## src/hdl/srap_regs.vh

```
// Functional notes
// - input bits sampled on shift clock rise
// - any slow or paused shift clock works
// - one access is a 24-bit frame
// - first bit one reads, zero writes
// - next fifteen bits are register address
// - write frame stores last eight bits
// - read frame drives register on last eight
// - output driven only during read data bits
// - every field travels most significant bit first
// - wide registers stored low byte first
// - extra eight-clock groups stream more bytes
// - address steps by one per streamed byte
// - bits five and two choose address direction
// - freeze bit holds address while streaming
`ifndef SRAP_REGS_VH
`define SRAP_REGS_VH

// ============================================================
// frame layout and field positions
`define SRAP_HEAD_LAST 4'hF
`define SRAP_BYTE_LAST 3'h7
`define SRAP_ASC_HI_BIT 5
`define SRAP_ASC_LO_BIT 2
`define SRAP_FREEZE_BIT 0
`define SRAP_NSLOT 6'h26

// ============================================================
// register offsets (byte addresses)
`define SRAP_OFS_SPI_IF 15'h0000
`define SRAP_OFS_DEV_OP 15'h0002
`define SRAP_OFS_CATEGORY 15'h0003
`define SRAP_OFS_PART_ID 15'h0004
`define SRAP_OFS_MAKER_ID 15'h000C
`define SRAP_OFS_USER 15'h0010
`define SRAP_OFS_CLK0 15'h0029
`define SRAP_OFS_CLK1 15'h002A
`define SRAP_OFS_CLK2 15'h002B
`define SRAP_OFS_SYNC_POS 15'h002C
`define SRAP_OFS_FS_A 15'h0030
`define SRAP_OFS_FS_B 15'h0032
`define SRAP_OFS_REF_BYP 15'h0038
`define SRAP_OFS_TSTAMP 15'h003B
`define SRAP_OFS_PREEMPH 15'h0048
`define SRAP_OFS_IN_SEL 15'h0060
`define SRAP_OFS_CAL_ON 15'h0061
`define SRAP_OFS_CAL_SET0 15'h0062
`define SRAP_OFS_CAL_SET2 15'h0064
`define SRAP_OFS_CAL_MEAN 15'h0068
`define SRAP_OFS_CAL_STATE 15'h006A
`define SRAP_OFS_CAL_PIN 15'h006B
`define SRAP_OFS_CAL_TRIG 15'h006C
`define SRAP_OFS_CAL_LOWP 15'h006E
`define SRAP_OFS_CAL_RB_EN 15'h0070
`define SRAP_OFS_CAL_RB 15'h0071
`define SRAP_OFS_GAIN_A 15'h007A
`define SRAP_OFS_GAIN_B 15'h007B
`define SRAP_OFS_REF_TRIM 15'h007C
`define SRAP_OFS_TERM_A 15'h007E
`define SRAP_OFS_TERM_B 15'h007F
`define SRAP_OFS_DITHER 15'h009D
`define SRAP_OFS_LOW_BIT 15'h0160
`define SRAP_OFS_LINK_EN 15'h0200
`define SRAP_OFS_LINK_MODE 15'h0201
`define SRAP_OFS_MF_LEN 15'h0202
`define SRAP_OFS_SYNC_REQ 15'h0203
`define SRAP_OFS_LINK_CTL 15'h0204
`define SRAP_OFS_LINK_TEST 15'h0205
`define SRAP_OFS_LINK_DID 15'h0206
`define SRAP_OFS_FRAME_CHR 15'h0207

// ============================================================
// reset values
`define SRAP_RST_ZERO 8'h00
`define SRAP_RST_TRIM 8'h00
`define SRAP_RST_SPI_IF 8'h30
`define SRAP_RST_CLK2 8'h11
`define SRAP_RST_FS_LO 8'h00
`define SRAP_RST_FS_HI 8'hA0
`define SRAP_RST_IN_SEL 8'h01
`define SRAP_RST_CAL_ON 8'h01
`define SRAP_RST_CAL_SET0 8'h01
`define SRAP_RST_CAL_SET2 8'h02
`define SRAP_RST_CAL_MEAN 8'h61
`define SRAP_RST_CAL_TRIG 8'h01
`define SRAP_RST_CAL_LOWP 8'h88
`define SRAP_RST_LINK_EN 8'h01
`define SRAP_RST_LINK_MODE 8'h02
`define SRAP_RST_MF_LEN 8'h1F
`define SRAP_RST_SYNC_REQ 8'h01
`define SRAP_RST_LINK_CTL 8'h03

`endif

```

## src/hdl/srap_regmem.v

```verilog
`timescale 1ns/1ps
`default_nettype none
module srap_regmem #(
  parameter AW = 6,
  parameter DEPTH = 64
) (
  input wire clock_in,
  input wire rstn_in,
  input wire wr_en_in,
  input wire [AW-1:0] wr_idx_in,
  input wire [7:0] wr_data_in,
  input wire [AW-1:0] rd_idx_in,
  output reg [7:0] rd_data_out
);

  // byte storage, filled by the init walk after reset
  reg [7:0] mem [0:DEPTH-1];

  // write port
  always @(posedge clock_in)
  begin
    if (wr_en_in)
      mem[wr_idx_in] <= wr_data_in;
  end

  // registered read port
  always @(posedge clock_in or negedge rstn_in)
  begin
    if (!rstn_in)
      rd_data_out <= 8'h00;
    else
      rd_data_out <= mem[rd_idx_in];
  end

endmodule
`default_nettype wire

```

## src/hdl/srap_sync.v

```verilog
`timescale 1ns/1ps
`default_nettype none
module srap_sync #(
  parameter WIDTH = 3,
  parameter [WIDTH-1:0] RESET_VAL = 3'h2
) (
  input wire clock_in,
  input wire rstn_in,
  input wire [WIDTH-1:0] async_in,
  output reg [WIDTH-1:0] sync_out
);

  // first stage, read only by the second stage
  reg [WIDTH-1:0] meta_reg;

  // two flip-flops per pin
  always @(posedge clock_in or negedge rstn_in)
  begin
    if (!rstn_in)
    begin
      meta_reg <= RESET_VAL;
      sync_out <= RESET_VAL;
    end
    else
    begin
      meta_reg <= async_in;
      sync_out <= meta_reg;
    end
  end

endmodule
`default_nettype wire

```

## src/hdl/srap_top.v

```verilog
`timescale 1ns/1ps
`default_nettype none
`include "srap_regs.vh"
module srap_top #(
  // identity values below are arbitrary
  parameter [7:0] CATEGORY_CODE = 8'h5A,
  parameter [7:0] PART_CODE = 8'hA5,
  parameter [15:0] MAKER_CODE = 16'h1234,
  parameter SLOT_DEPTH = 64
) (
  input wire clock_in,
  input wire rstn_in,
  input wire serial_clock_in,
  input wire serial_select_low_in,
  input wire serial_in_line_in,
  output reg serial_out_line_out,
  output reg serial_out_line_oe_out,
  input wire [7:0] sync_capture_pos_in,
  input wire [7:0] calibration_state_in,
  output wire init_busy_out,
  output reg reg_wr_pulse_out,
  output reg [14:0] reg_wr_addr_out,
  output reg [7:0] reg_wr_data_out
);

  // ============================================================
  // states
  localparam [1:0] ST_INIT = 2'h0;
  localparam [1:0] ST_IDLE = 2'h1;
  localparam [1:0] ST_HEAD = 2'h2;
  localparam [1:0] ST_DATA = 2'h3;

  // ============================================================
  // functions

  // maps an address to {hit, slot index}
  function [6:0] slot_of;
    input [14:0] a;
    begin
      if (a == `SRAP_OFS_SPI_IF) slot_of = 7'h40;
      else if (a == `SRAP_OFS_DEV_OP) slot_of = 7'h41;
      else if (a == `SRAP_OFS_USER) slot_of = 7'h42;
      else if (a == `SRAP_OFS_CLK0) slot_of = 7'h43;
      else if (a == `SRAP_OFS_CLK1) slot_of = 7'h44;
      else if (a == `SRAP_OFS_CLK2) slot_of = 7'h45;
      // 16-bit ranges, low byte at the lower address
      else if (a == `SRAP_OFS_FS_A) slot_of = 7'h46;
      else if (a == `SRAP_OFS_FS_A + 15'h0001) slot_of = 7'h47;
      else if (a == `SRAP_OFS_FS_B) slot_of = 7'h48;
      else if (a == `SRAP_OFS_FS_B + 15'h0001) slot_of = 7'h49;
      else if (a == `SRAP_OFS_REF_BYP) slot_of = 7'h4A;
      else if (a == `SRAP_OFS_TSTAMP) slot_of = 7'h4B;
      else if (a == `SRAP_OFS_PREEMPH) slot_of = 7'h4C;
      else if (a == `SRAP_OFS_IN_SEL) slot_of = 7'h4D;
      else if (a == `SRAP_OFS_CAL_ON) slot_of = 7'h4E;
      else if (a == `SRAP_OFS_CAL_SET0) slot_of = 7'h4F;
      else if (a == `SRAP_OFS_CAL_SET2) slot_of = 7'h50;
      else if (a == `SRAP_OFS_CAL_MEAN) slot_of = 7'h51;
      else if (a == `SRAP_OFS_CAL_PIN) slot_of = 7'h52;
      else if (a == `SRAP_OFS_CAL_TRIG) slot_of = 7'h53;
      else if (a == `SRAP_OFS_CAL_LOWP) slot_of = 7'h54;
      else if (a == `SRAP_OFS_CAL_RB_EN) slot_of = 7'h55;
      else if (a == `SRAP_OFS_CAL_RB) slot_of = 7'h56;
      else if (a == `SRAP_OFS_GAIN_A) slot_of = 7'h57;
      else if (a == `SRAP_OFS_GAIN_B) slot_of = 7'h58;
      else if (a == `SRAP_OFS_REF_TRIM) slot_of = 7'h59;
      else if (a == `SRAP_OFS_TERM_A) slot_of = 7'h5A;
      else if (a == `SRAP_OFS_TERM_B) slot_of = 7'h5B;
      else if (a == `SRAP_OFS_DITHER) slot_of = 7'h5C;
      else if (a == `SRAP_OFS_LOW_BIT) slot_of = 7'h5D;
      else if (a == `SRAP_OFS_LINK_EN) slot_of = 7'h5E;
      else if (a == `SRAP_OFS_LINK_MODE) slot_of = 7'h5F;
      else if (a == `SRAP_OFS_MF_LEN) slot_of = 7'h60;
      else if (a == `SRAP_OFS_SYNC_REQ) slot_of = 7'h61;
      else if (a == `SRAP_OFS_LINK_CTL) slot_of = 7'h62;
      else if (a == `SRAP_OFS_LINK_TEST) slot_of = 7'h63;
      else if (a == `SRAP_OFS_LINK_DID) slot_of = 7'h64;
      else if (a == `SRAP_OFS_FRAME_CHR) slot_of = 7'h65;
      // unmapped or read-only: no storage
      else slot_of = 7'h00;
    end
  endfunction

  // reset value of each storage slot
  function [7:0] rst_of;
    input [5:0] idx;
    begin
      case (idx)
        6'h00: rst_of = `SRAP_RST_SPI_IF;
        6'h05: rst_of = `SRAP_RST_CLK2;
        6'h06: rst_of = `SRAP_RST_FS_LO;
        6'h07: rst_of = `SRAP_RST_FS_HI;
        6'h08: rst_of = `SRAP_RST_FS_LO;
        6'h09: rst_of = `SRAP_RST_FS_HI;
        6'h0D: rst_of = `SRAP_RST_IN_SEL;
        6'h0E: rst_of = `SRAP_RST_CAL_ON;
        6'h0F: rst_of = `SRAP_RST_CAL_SET0;
        6'h10: rst_of = `SRAP_RST_CAL_SET2;
        6'h11: rst_of = `SRAP_RST_CAL_MEAN;
        6'h13: rst_of = `SRAP_RST_CAL_TRIG;
        6'h14: rst_of = `SRAP_RST_CAL_LOWP;
        // trim slots start from a fixed value
        6'h17, 6'h18, 6'h19, 6'h1A, 6'h1B, 6'h1C: rst_of = `SRAP_RST_TRIM;
        6'h1E: rst_of = `SRAP_RST_LINK_EN;
        6'h1F: rst_of = `SRAP_RST_LINK_MODE;
        6'h20: rst_of = `SRAP_RST_MF_LEN;
        6'h21: rst_of = `SRAP_RST_SYNC_REQ;
        6'h22: rst_of = `SRAP_RST_LINK_CTL;
        default: rst_of = `SRAP_RST_ZERO;
      endcase
    end
  endfunction

  // next streaming address
  function [14:0] step_addr;
    input [14:0] a;
    input [7:0] cfg;
    input [7:0] usr;
    begin
      // freeze bit keeps the address
      if (usr[`SRAP_FREEZE_BIT])
        step_addr = a;
      // either direction bit set means ascending
      else if (cfg[`SRAP_ASC_HI_BIT] | cfg[`SRAP_ASC_LO_BIT])
        step_addr = a + 15'h0001;
      else
        step_addr = a - 15'h0001;
    end
  endfunction

  // ============================================================
  // pin synchronisers
  wire [2:0] pins_sync;
  wire sclk_s;
  wire sel_low_s;
  wire sdi_s;

  // select idles high, so it resets to one
  srap_sync #(
    .WIDTH(3),
    .RESET_VAL(3'h2)
  ) u_sync (
    .clock_in(clock_in),
    .rstn_in(rstn_in),
    .async_in({serial_clock_in, serial_select_low_in, serial_in_line_in}),
    .sync_out(pins_sync)
  );

  assign sclk_s = pins_sync[2];
  assign sel_low_s = pins_sync[1];
  assign sdi_s = pins_sync[0];

  // ============================================================
  // state registers
  reg [1:0] state_reg; // frame state
  reg sclk_d_reg; // previous synced shift clock
  reg [5:0] init_idx_reg; // init walk slot
  reg [3:0] head_cnt_reg; // header bits taken
  reg [2:0] bit_idx_reg; // data bit within byte
  reg [15:0] shift_reg; // incoming bits
  reg rd_mode_reg; // frame is a read
  reg [14:0] cur_addr_reg; // current register address
  reg [7:0] cfg_reg; // shadow of interface config
  reg [7:0] usr_reg; // shadow of user serial config
  reg fetch_reg; // read requested this cycle
  reg load_reg; // read data valid this cycle
  reg [7:0] out_byte_reg; // byte being shifted out
  reg [7:0] rd_byte_next; // read data mux

  // shift clock edges; only the second sync stage is seen
  wire sclk_rise;
  wire sclk_fall;
  assign sclk_rise = sclk_s & ~sclk_d_reg;
  assign sclk_fall = ~sclk_s & sclk_d_reg;

  // ============================================================
  // decode and storage
  wire [6:0] cur_slot;
  wire [7:0] in_byte;
  wire in_frame;
  wire byte_done;
  wire wr_fire;
  wire mem_we;
  wire [5:0] mem_widx;
  wire [7:0] mem_wdata;
  wire [7:0] mem_rdata;

  assign cur_slot = slot_of(cur_addr_reg);
  // completed byte, most significant bit first
  assign in_byte = {shift_reg[6:0], sdi_s};
  assign in_frame = (state_reg == ST_HEAD) || (state_reg == ST_DATA);
  // a byte only completes on its eighth rise, so partial ones drop
  assign byte_done = sclk_rise && !sel_low_s && (state_reg == ST_DATA) &&
                     (bit_idx_reg == `SRAP_BYTE_LAST);
  // read bytes are ignored, writes store the last eight bits
  assign wr_fire = byte_done && !rd_mode_reg;
  assign init_busy_out = (state_reg == ST_INIT);

  // init walk owns the write port, then the link does
  assign mem_we = init_busy_out || (wr_fire && cur_slot[6]);
  assign mem_widx = init_busy_out ? init_idx_reg : cur_slot[5:0];
  assign mem_wdata = init_busy_out ? rst_of(init_idx_reg) : in_byte;

  // register storage
  srap_regmem #(
    .AW(6),
    .DEPTH(SLOT_DEPTH)
  ) u_mem (
    .clock_in(clock_in),
    .rstn_in(rstn_in),
    .wr_en_in(mem_we),
    .wr_idx_in(mem_widx),
    .wr_data_in(mem_wdata),
    .rd_idx_in(cur_slot[5:0]),
    .rd_data_out(mem_rdata)
  );

  // read data: fixed codes, live inputs, storage or zero
  always @*
  begin
    if (cur_addr_reg == `SRAP_OFS_CATEGORY)
      rd_byte_next = CATEGORY_CODE;
    else if (cur_addr_reg == `SRAP_OFS_PART_ID)
      rd_byte_next = PART_CODE;
    else if (cur_addr_reg == `SRAP_OFS_MAKER_ID)
      rd_byte_next = MAKER_CODE[7:0];
    else if (cur_addr_reg == `SRAP_OFS_MAKER_ID + 15'h0001)
      rd_byte_next = MAKER_CODE[15:8];
    else if (cur_addr_reg == `SRAP_OFS_SYNC_POS)
      rd_byte_next = sync_capture_pos_in;
    else if (cur_addr_reg == `SRAP_OFS_CAL_STATE)
      rd_byte_next = calibration_state_in;
    else if (cur_slot[6])
      rd_byte_next = mem_rdata;
    else
      rd_byte_next = 8'h00;
  end

  // ============================================================
  // frame engine; header and data bits move only on shift clock rises
  always @(posedge clock_in or negedge rstn_in)
  begin
    if (!rstn_in)
    begin
      state_reg <= ST_INIT;
      sclk_d_reg <= 1'b0;
      init_idx_reg <= 6'h00;
      head_cnt_reg <= 4'h0;
      bit_idx_reg <= 3'h0;
      shift_reg <= 16'h0000;
      rd_mode_reg <= 1'b0;
      cur_addr_reg <= 15'h0000;
      fetch_reg <= 1'b0;
      load_reg <= 1'b0;
    end
    else
    begin
      sclk_d_reg <= sclk_s;
      // fetch then load: storage read takes one cycle
      load_reg <= fetch_reg;
      fetch_reg <= 1'b0;
      case (state_reg)
        // walk the 38 used slots (SRAP_NSLOT) to their reset values
        ST_INIT:
        begin
          init_idx_reg <= init_idx_reg + 6'h01;
          if (init_idx_reg == `SRAP_NSLOT - 6'h01)
            state_reg <= ST_IDLE;
        end
        // link ignored until select goes low
        ST_IDLE:
        begin
          head_cnt_reg <= 4'h0;
          bit_idx_reg <= 3'h0;
          if (!sel_low_s)
            state_reg <= ST_HEAD;
        end
        // direction bit and address
        ST_HEAD:
        begin
          if (sel_low_s)
            state_reg <= ST_IDLE;
          else if (sclk_rise)
          begin
            shift_reg <= {shift_reg[14:0], sdi_s};
            head_cnt_reg <= head_cnt_reg + 4'h1;
            if (head_cnt_reg == `SRAP_HEAD_LAST)
            begin
              rd_mode_reg <= shift_reg[14];
              cur_addr_reg <= {shift_reg[13:0], sdi_s};
              fetch_reg <= shift_reg[14];
              bit_idx_reg <= 3'h0;
              state_reg <= ST_DATA;
            end
          end
        end
        // data bytes, streaming while select stays low
        ST_DATA:
        begin
          if (sel_low_s)
            state_reg <= ST_IDLE;
          else if (sclk_rise)
          begin
            shift_reg <= {shift_reg[14:0], sdi_s};
            bit_idx_reg <= bit_idx_reg + 3'h1;
            if (bit_idx_reg == `SRAP_BYTE_LAST)
            begin
              cur_addr_reg <= step_addr(cur_addr_reg, cfg_reg, usr_reg);
              fetch_reg <= rd_mode_reg;
            end
          end
        end
        default: state_reg <= ST_IDLE;
      endcase
    end
  end

  // ============================================================
  // shadows of the two registers that steer streaming
  always @(posedge clock_in or negedge rstn_in)
  begin
    if (!rstn_in)
    begin
      cfg_reg <= `SRAP_RST_SPI_IF;
      usr_reg <= `SRAP_RST_ZERO;
    end
    else if (wr_fire && cur_addr_reg == `SRAP_OFS_SPI_IF)
      cfg_reg <= in_byte;
    else if (wr_fire && cur_addr_reg == `SRAP_OFS_USER)
      usr_reg <= in_byte;
  end

  // ============================================================
  // serial output: driven on falls during read data only
  always @(posedge clock_in or negedge rstn_in)
  begin
    if (!rstn_in)
    begin
      out_byte_reg <= 8'h00;
      serial_out_line_out <= 1'b0;
      serial_out_line_oe_out <= 1'b0;
    end
    else
    begin
      if (load_reg)
        out_byte_reg <= rd_byte_next;
      // release at once when the frame ends
      if (!in_frame || sel_low_s)
        serial_out_line_oe_out <= 1'b0;
      else if (sclk_fall && state_reg == ST_DATA && rd_mode_reg)
      begin
        serial_out_line_out <= out_byte_reg[3'h7 - bit_idx_reg];
        serial_out_line_oe_out <= 1'b1;
      end
    end
  end

  // ============================================================
  // write notice to the rest of the device
  always @(posedge clock_in or negedge rstn_in)
  begin
    if (!rstn_in)
    begin
      reg_wr_pulse_out <= 1'b0;
      reg_wr_addr_out <= 15'h0000;
      reg_wr_data_out <= 8'h00;
    end
    else
    begin
      reg_wr_pulse_out <= wr_fire && cur_slot[6];
      if (wr_fire && cur_slot[6])
      begin
        reg_wr_addr_out <= cur_addr_reg;
        reg_wr_data_out <= in_byte;
      end
    end
  end

endmodule
`default_nettype wire

```

## config.mk

```make
export PLATFORM = sky130hd
export DESIGN_NAME = srap_top
export DESIGN_NICKNAME = d
export VERILOG_FILES = /design/src/hdl/srap_regmem.v /design/src/hdl/srap_sync.v /design/src/hdl/srap_top.v
export VERILOG_INCLUDE_DIRS = /design/src /design/src/hdl
export SDC_FILE = /design/constraint.sdc
export NUM_CORES = 1
export LEC_CHECK = 0
export BUFFER_PORTS_ARGS = -buffer_cell sky130_fd_sc_hd__buf_2
export CORE_UTILIZATION = 35
export CTS_CLUSTER_DIAMETER = 150
export CTS_CLUSTER_SIZE = 28
export DETAILED_ROUTE_END_ITERATION = 8
export PLACE_DENSITY_LB_ADDON = 0.15
export SLEW_MARGIN = 15
export SYNTH_ARGS = -nofsm -noshare
export SYNTH_HDL_FRONTEND = slang
export SYNTH_HIERARCHICAL = 1
export SYNTH_SLANG_ARGS = --single-unit
```

## constraint.sdc

```tcl
create_clock -name clock_in -period 7.9 [get_ports clock_in]
set_input_delay 1.58 -clock clock_in [delete_from_list [all_inputs] [get_ports clock_in]]
set_output_delay 1.58 -clock clock_in [all_outputs]
set_load 0.05 [all_outputs]
```

==> results of run 1 <==
area by class of cell:
cell class | instances | area (um2)
fillers | 6736 | 45200
flip-flops and latches | 612 | 17900
multi-input cells | 829 | 7790
well taps | 959 | 1200
clock buffers | 45 | 722
repair buffers | 70 | 423
inverters | 22 | 82.6
clock inverters | 1 | 20.0
stage by stage:
stage | total power [mW] | worst slack (ps) | cell area (um2)
floorplan | 5.52 | 2020 | 26100
global placement | 6.25 | 2060 | 27400
detailed placement | 6.27 | 2100 | 27400
CTS | 7.89 | 2070 | 28100
global route | 8.16 | 1730 | 28100
finish | 7.80 | 2080 | 28100
routing by layer:
layer,vias to the layer above,GRT usage [%]
met5,-,0
met4,0,3.59
met3,57,2.06
met2,305,27.5
met1,7318,24.3
li1,6133,-
cell families (layout without fill, tap and decap cells):
| group | count (synthesis) | count (layout) | synth area share (%) |
|---|---|---|---|
| xor gates and xnor gates | 18 | 18 | 0.604 |
| muxes | 212 | 212 | 15.1 |
| buffers and inverters | 109 | 138 | 2.11 |
| AOI/OAI and AO/OA | 225 | 225 | 5.73 |
| DFF | 612 | 612 | 68.5 |
| adders and majority gates | 29 | 29 | 1.42 |
| and+or+nand+nor | 345 | 345 | 6.56 |
power groups by stage:
stage	sequential, mW	clock [mW]	combinational (mW)
final	4.02	1.63	2.15
after global routing	4.04	1.77	2.34
after CTS	4.03	1.68	2.18
after detailed placement	4.10	0	2.17
after global placement	4.10	0	2.15
after floorplan	4.04	0	1.48
worst reg2reg max path: stages (launching register included):
cell,delay (ps)
sky130_fd_sc_hd__dfrtp_1,420
sky130_fd_sc_hd__or4_1,590
sky130_fd_sc_hd__nor3_1,890
sky130_fd_sc_hd__nand2_1,420
sky130_fd_sc_hd__o41ai_1,510
sky130_fd_sc_hd__a221o_4,670
sky130_fd_sc_hd__buf_12,480
sky130_fd_sc_hd__mux4_2,690
sky130_fd_sc_hd__mux4_2,490
sky130_fd_sc_hd__nor2_1,390
sky130_fd_sc_hd__o2bb2ai_1,140
cell usage in the layout, fill, tap and decap left out, types with 27 or more instances in the layout:
master,n
sky130_fd_sc_hd__a21oi_1,35
sky130_fd_sc_hd__buf_2,46
sky130_fd_sc_hd__dfrtp_1,97
sky130_fd_sc_hd__edfxtp_1,512
sky130_fd_sc_hd__ha_1,27
sky130_fd_sc_hd__mux2_2,31
sky130_fd_sc_hd__mux2i_1,32
sky130_fd_sc_hd__mux4_2,136
sky130_fd_sc_hd__nand2_1,80
sky130_fd_sc_hd__nor2_1,118
sky130_fd_sc_hd__o21ai_0,64
how the worst max path moves through the flow:
stage	startpoint	to	slack (ps)	cells after the start
finish	cur_addr_reg[13]$_DFFE_PN0P_	u_mem/rd_data_out[6]$_DFF_PN0_	2080	10
floorplan	state_reg[0]$_DFFE_PN0P_	u_mem/mem[0][4]$_DFFE_PP_	2020	5
global placement	cur_addr_reg[13]$_DFFE_PN0P_	u_mem/mem[34][4]$_DFFE_PP_	2060	11
global route	cur_addr_reg[13]$_DFFE_PN0P_	u_mem/rd_data_out[4]$_DFF_PN0_	1730	10
CTS	cur_addr_reg[13]$_DFFE_PN0P_	u_mem/rd_data_out[1]$_DFF_PN0_	2070	10
detailed placement	cur_addr_reg[13]$_DFFE_PN0P_	u_mem/rd_data_out[1]$_DFF_PN0_	2100	10
==> impl_metrics.ini, run 1 <==
[cells_and_area]
regMostFlops = u_mem/mem
largest_register_ffs = 512
flow.area_growth_from_synthesis_pct = 7.76
post_route_cells_drive_above_1_share_pct = 20.3
layout.cells.non_filler = 2538
finalNetCount = 1610
final_util_pct = 38.3
antenna_cells = 0

[power]
power_switching_mw = 2.54
sw_frac_of_total_pct = 32.6
power_density_nw_per_um2 = 277
seq_power_share_pct = 51.6
power.combinational.fraction_pct = 27.6
power.leakage_nw = 9.04
irDropWorstVdd_mv = 0.200
cell_internal_pwr_mw = 5.26
pwr-share-clk_pct = 20.9

[route]
routed_wl_mm = 63.3
drc_errors = 5
routed-wl-met3_mm = 2.62
met1Wirelength_mm = 29.4
drtAntennaViolNets = 0
drtPass1Iterations = 6
drt_iter0_drc = 1202
avgRoutedWirePerCell_um = 25.0
top_layer = met4
route.met2.wl_mm = 30.2
route.vias.total = 13813
via_per_inst = 5.44

[synthesis]
yosys.area.top_type_share_pct = 58.9
number_of_distinct_standard_cells_referenced_by_the_synthesized_netlist = 75
synth-seq-cells = 612
synth_nets = 1600
synthesis.area_um2 = 26100
synth-seq-area-share_pct = 68.5
synthMostInstantiatedCell = sky130_fd_sc_hd__edfxtp_1
ys_top_cells_by_area = sky130_fd_sc_hd__edfxtp_1, sky130_fd_sc_hd__mux4_2, sky130_fd_sc_hd__dfrtp_1, sky130_fd_sc_hd__nor2_1, sky130_fd_sc_hd__ha_1
synth_largest_area_cell = sky130_fd_sc_hd__edfxtp_1
async_reset_ff_share_pct = 16.3
synth-edff-count = 512
synth_warnings = 6
synthFlopType = sky130_fd_sc_hd__edfxtp_1
synth_cells = 1550
netlist_top_cells_count = sky130_fd_sc_hd__edfxtp_1, sky130_fd_sc_hd__mux4_2, sky130_fd_sc_hd__nor2_1
syn_avg_cell_area_um2 = 16.8

[sta]
tightestPinTransition_ps = 1150
rsz0062_at_grt = false
timing.fmax_mhz = 172
slew_headroom_pct = 23.3
fin_tns_setup_ps = 0
timing.final.hold_violations = 0
final_hold_slack_ps = 362
finalCritPeriodShare_pct = 73.7
slew_violations = 0
skew_ps = 26.5
final.min_clock_period_ps = 5820
setup-violations-final = 0

[clock_network]
worst_setup_hold_path_clk_slew_ps = 120
clock-root-buffer = sky130_fd_sc_hd__clkbuf_16
worst_skew_pair.late_latency_ps = 620
tritoncts_clock_tree = built
cts_max_level = 1
cts_hold_repair.buffers = 0
tritoncts_num_sinks = 612
cts_resized = 0
post-cts-setup-buffer-count = 0
cts_buffers = 25
ctsLongestPathBuffers = 3

[worst_hold_path]
worstHoldEndpoint = u_sync/sync_out[0]$_DFF_PN0_
whs_path_depth = 0
min_from = u_sync/meta_reg[0]$_DFF_PN0_
worst_hold_path_type = register to register

[setup_path]
timing.critical_path.required_ps = 8390
timing.critical_path.to_type = register
crit_top_cell = sky130_fd_sc_hd__mux4_2
cp_top_family = simple AND/OR/NAND/NOR gates
crit_path_max_fanout = 55
start_kind = register
r2r_setup_slack_ps = 2080
worst_path_largest_cell_delay_ps = 890
worst_r2r_startpoint = cur_addr_reg[13]$_DFFE_PN0P_
arrival_worst_endpoint_ps = 6310
crit-reg2reg-capture = u_mem/rd_data_out[6]$_DFF_PN0_
r2r_cells = 10
timing.critical_path.cells = or4_1 > nor3_1 > nand2_1 > o41ai_1 > a221o_4 > buf_12 > mux4_2 > mux4_2 > nor2_1 > o2bb2ai_1
critical_path.slowest_cell = sky130_fd_sc_hd__nor3_1
critical_path_buf_inv_count = 1
critical_path_class = register to register

[global_route]
grt_pass1_wl_mm = 94.7
groute.usage.overall_pct = 16.9
antenna_violations_before_repair = 0
first_global_vias = 13905
grt_start_max_net_pins = 65
globalRoute.totalOverflow = 0

[floorplanning]
placeableCoreArea_um2 = 73300
die_w_um = 275
io_pins = 48
start_util_pct = 35.6
floorplan.rows = 99
die_area_um2 = 75700
chip_height_um = 275

[placement]
gp_congestion = 0.846
detailedPlacementHpwl_mm = 39.8
dp.cells = 2492
count_of_input_and_output_buffers = 47

[run_status]
run_status = finished with violations
violations = design-rule violations

[job]
drv.max_cap_violation_count = 0
(Power assumes the default switching activity.)
==> inputs of run 2 (changes only) <==
clock period = 5.2 ns   (was 7.9 ns; I/O delays follow)
==> impl_metrics.ini, run 2 (synthesized netlist as in run 1, its figures left out) <==
[run_status]
run_status = finished with violations
violations = design-rule violations

[power]
irDropWorstVdd_mv = 0.244
power_switching_mw = 3.94
pwr-share-clk_pct = 20.3
power_density_nw_per_um2 = 418
power.leakage_nw = 9.45
seq_power_share_pct = 50.7
sw_frac_of_total_pct = 32.8
power.combinational.fraction_pct = 28.9
finalPower_mw = 12.0
cell_internal_pwr_mw = 8.09

[sta]
tightestPinTransition_ps = 1120
slew_violations = 0
final.min_clock_period_ps = 4560
setup-violations-final = 0
timing.final.hold_violations = 0
slew_headroom_pct = 25.4
finalCritPeriodShare_pct = 87.6
rsz0062_at_grt = false
skew_ps = 39.9
fin_tns_setup_ps = 0
timing.fmax_mhz = 220

[cells_and_area]
fillerInstances = 6722
finalNetCount = 1685
post-route-cell-area_um2 = 28800
post_route_cells_drive_above_1_share_pct = 23.7
flow.area_growth_from_synthesis_pct = 10.2
antenna_cells = 0
layout_commonest_cell = sky130_fd_sc_hd__edfxtp_1
regMostFlops = u_mem/mem
layout.cells.most_common_list = sky130_fd_sc_hd__edfxtp_1, sky130_fd_sc_hd__mux4_2, sky130_fd_sc_hd__nor2_1, sky130_fd_sc_hd__dfrtp_1, sky130_fd_sc_hd__buf_4
largest_register_ffs = 512

[route]
routed_wl_mm = 64.9
drtAntennaViolNets = 0
drt_iter0_drc = 1174
met1Wirelength_mm = 30.8
route.met2.wl_mm = 30.7
routed-wl-met3_mm = 2.73
avgRoutedWirePerCell_um = 24.8
route.vias.total = 14207
drtPass1Iterations = 9
via_per_inst = 5.44
drc_errors = 4
top_layer = met4

[setup_path]
critical_path_class = register to register
timing.critical_path.cells = or4_1 > or3_1 > nor2_1 > nand4_1 > a221o_4 > mux2_2 > nor2b_1 > nand2_1 > nor2_1
crit_path_max_fanout = 20
arrival_worst_endpoint_ps = 4790
timing.critical_path.required_ps = 5440
cp_top_family = simple AND/OR/NAND/NOR gates
critical_path_buf_inv_count = 0
worst_path_largest_cell_delay_ps = 770
critical_path.slowest_cell = sky130_fd_sc_hd__nor2_1
start_kind = register
timing.critical_path.to_type = register
crit_top_cell = sky130_fd_sc_hd__nor2_1

[placement]
gp_congestion = 0.882
detailed_place.area_um2 = 28000
detailedPlacementHpwl_mm = 42.0
count_of_input_and_output_buffers = 47

[clock_network]
clock-root-buffer = sky130_fd_sc_hd__clkbuf_16
cts_hold_repair.buffers = 0
cts_resized = 0
cts_max_level = 1
tritoncts_num_sinks = 612
cts_buffers = 25
post-cts-setup-buffer-count = 0
ctsLongestPathBuffers = 3
worst_setup_hold_path_clk_slew_ps = 120
worst_skew_pair.late_latency_ps = 620
tritoncts_clock_tree = built

[global_route]
antenna_violations_before_repair = 0
first_global_vias = 14343
groute.usage.overall_pct = 17.3
grt_pass1_wl_mm = 97.5
grt_start_max_net_pins = 113
globalRoute.totalOverflow = 0

[floorplanning]
floorplan.rows = 99
io_pins = 48
die_area_um2 = 75700
start_util_pct = 35.6
placeableCoreArea_um2 = 73300
chip_height_um = 275
die_w_um = 275

[job]
drv.max_cap_violation_count = 0

[worst_hold_path]
worst_hold_path_type = register to register
run 2: layout make-up:
class	instances	area [um2]	area share, %
timing repair buffer	145	1060	3.69
clock buffer	45	722	2.51
sequential	612	17900	62.2
clock inverter	1	20.0	0.0696
tap	959	1200	4.17
multi-input combinational	829	7780	27.1
inverter	22	82.6	0.287
run 2: final timing paths:
path,start,to,slack [ps],cells past startpoint
worst max register to register,cur_addr_reg[13]$_DFFE_PN0P_,u_mem/mem[16][0]$_DFFE_PP_,640,9
worst max-delay path,cur_addr_reg[13]$_DFFE_PN0P_,u_mem/mem[16][0]$_DFFE_PP_,640,9
worst min-delay path,u_sync/meta_reg[0]$_DFF_PN0_,u_sync/sync_out[0]$_DFF_PN0_,360,0
max in group asynchronous,rstn_in,u_mem/rd_data_out[3]$_DFF_PN0_,3610,2
worst min register to register,u_sync/meta_reg[0]$_DFF_PN0_,u_sync/sync_out[0]$_DFF_PN0_,360,0
min in group asynchronous,rstn_in,shift_reg[10]$_DFFE_PN0P_,510,1
run 2: worst register-to-register path: cells and delay by family (launching register included):
kind / cells / cell delay (ps)
AO/OA/AOI/OAI: 1 / 650
flip-flops: 1 / 410
multiplexers: 1 / 510
AND/OR/NAND/NOR: 7 / 2610
run 2: metrics by stage:
step                utilization [%]  cells  hold WS [ps]  setup slack (ps)
floorplan                         -   1550           331               686
global route                   39.2   2613           375               449
CTS                            39.2   2613           363               655
global placement               38.2   2567           338               663
finish                         39.2   2613           359               644
detailed placement             38.2   2567           336               689
run 2: power by group through the flow:
| stage | sequential, mW | combinational [mW] | clock, mW |
|---|---|---|---|
| 5_1_grt | 6.13 | 3.77 | 2.70 |
| 2_1_floorplan | 6.13 | 2.26 | 0 |
| 3_5_place_dp | 6.21 | 3.51 | 0 |
| 4_1_cts | 6.10 | 3.52 | 2.55 |
| 3_3_place_gp | 6.21 | 3.49 | 0 |
| 6_report | 6.10 | 3.48 | 2.45 |
run 2: per-layer routing:
layer	track usage (%)	up-vias
li1	-	6294
met1	25.8	7543
met2	28.1	325
met3	1.53	45
met4	2.52	0
met5	0	-
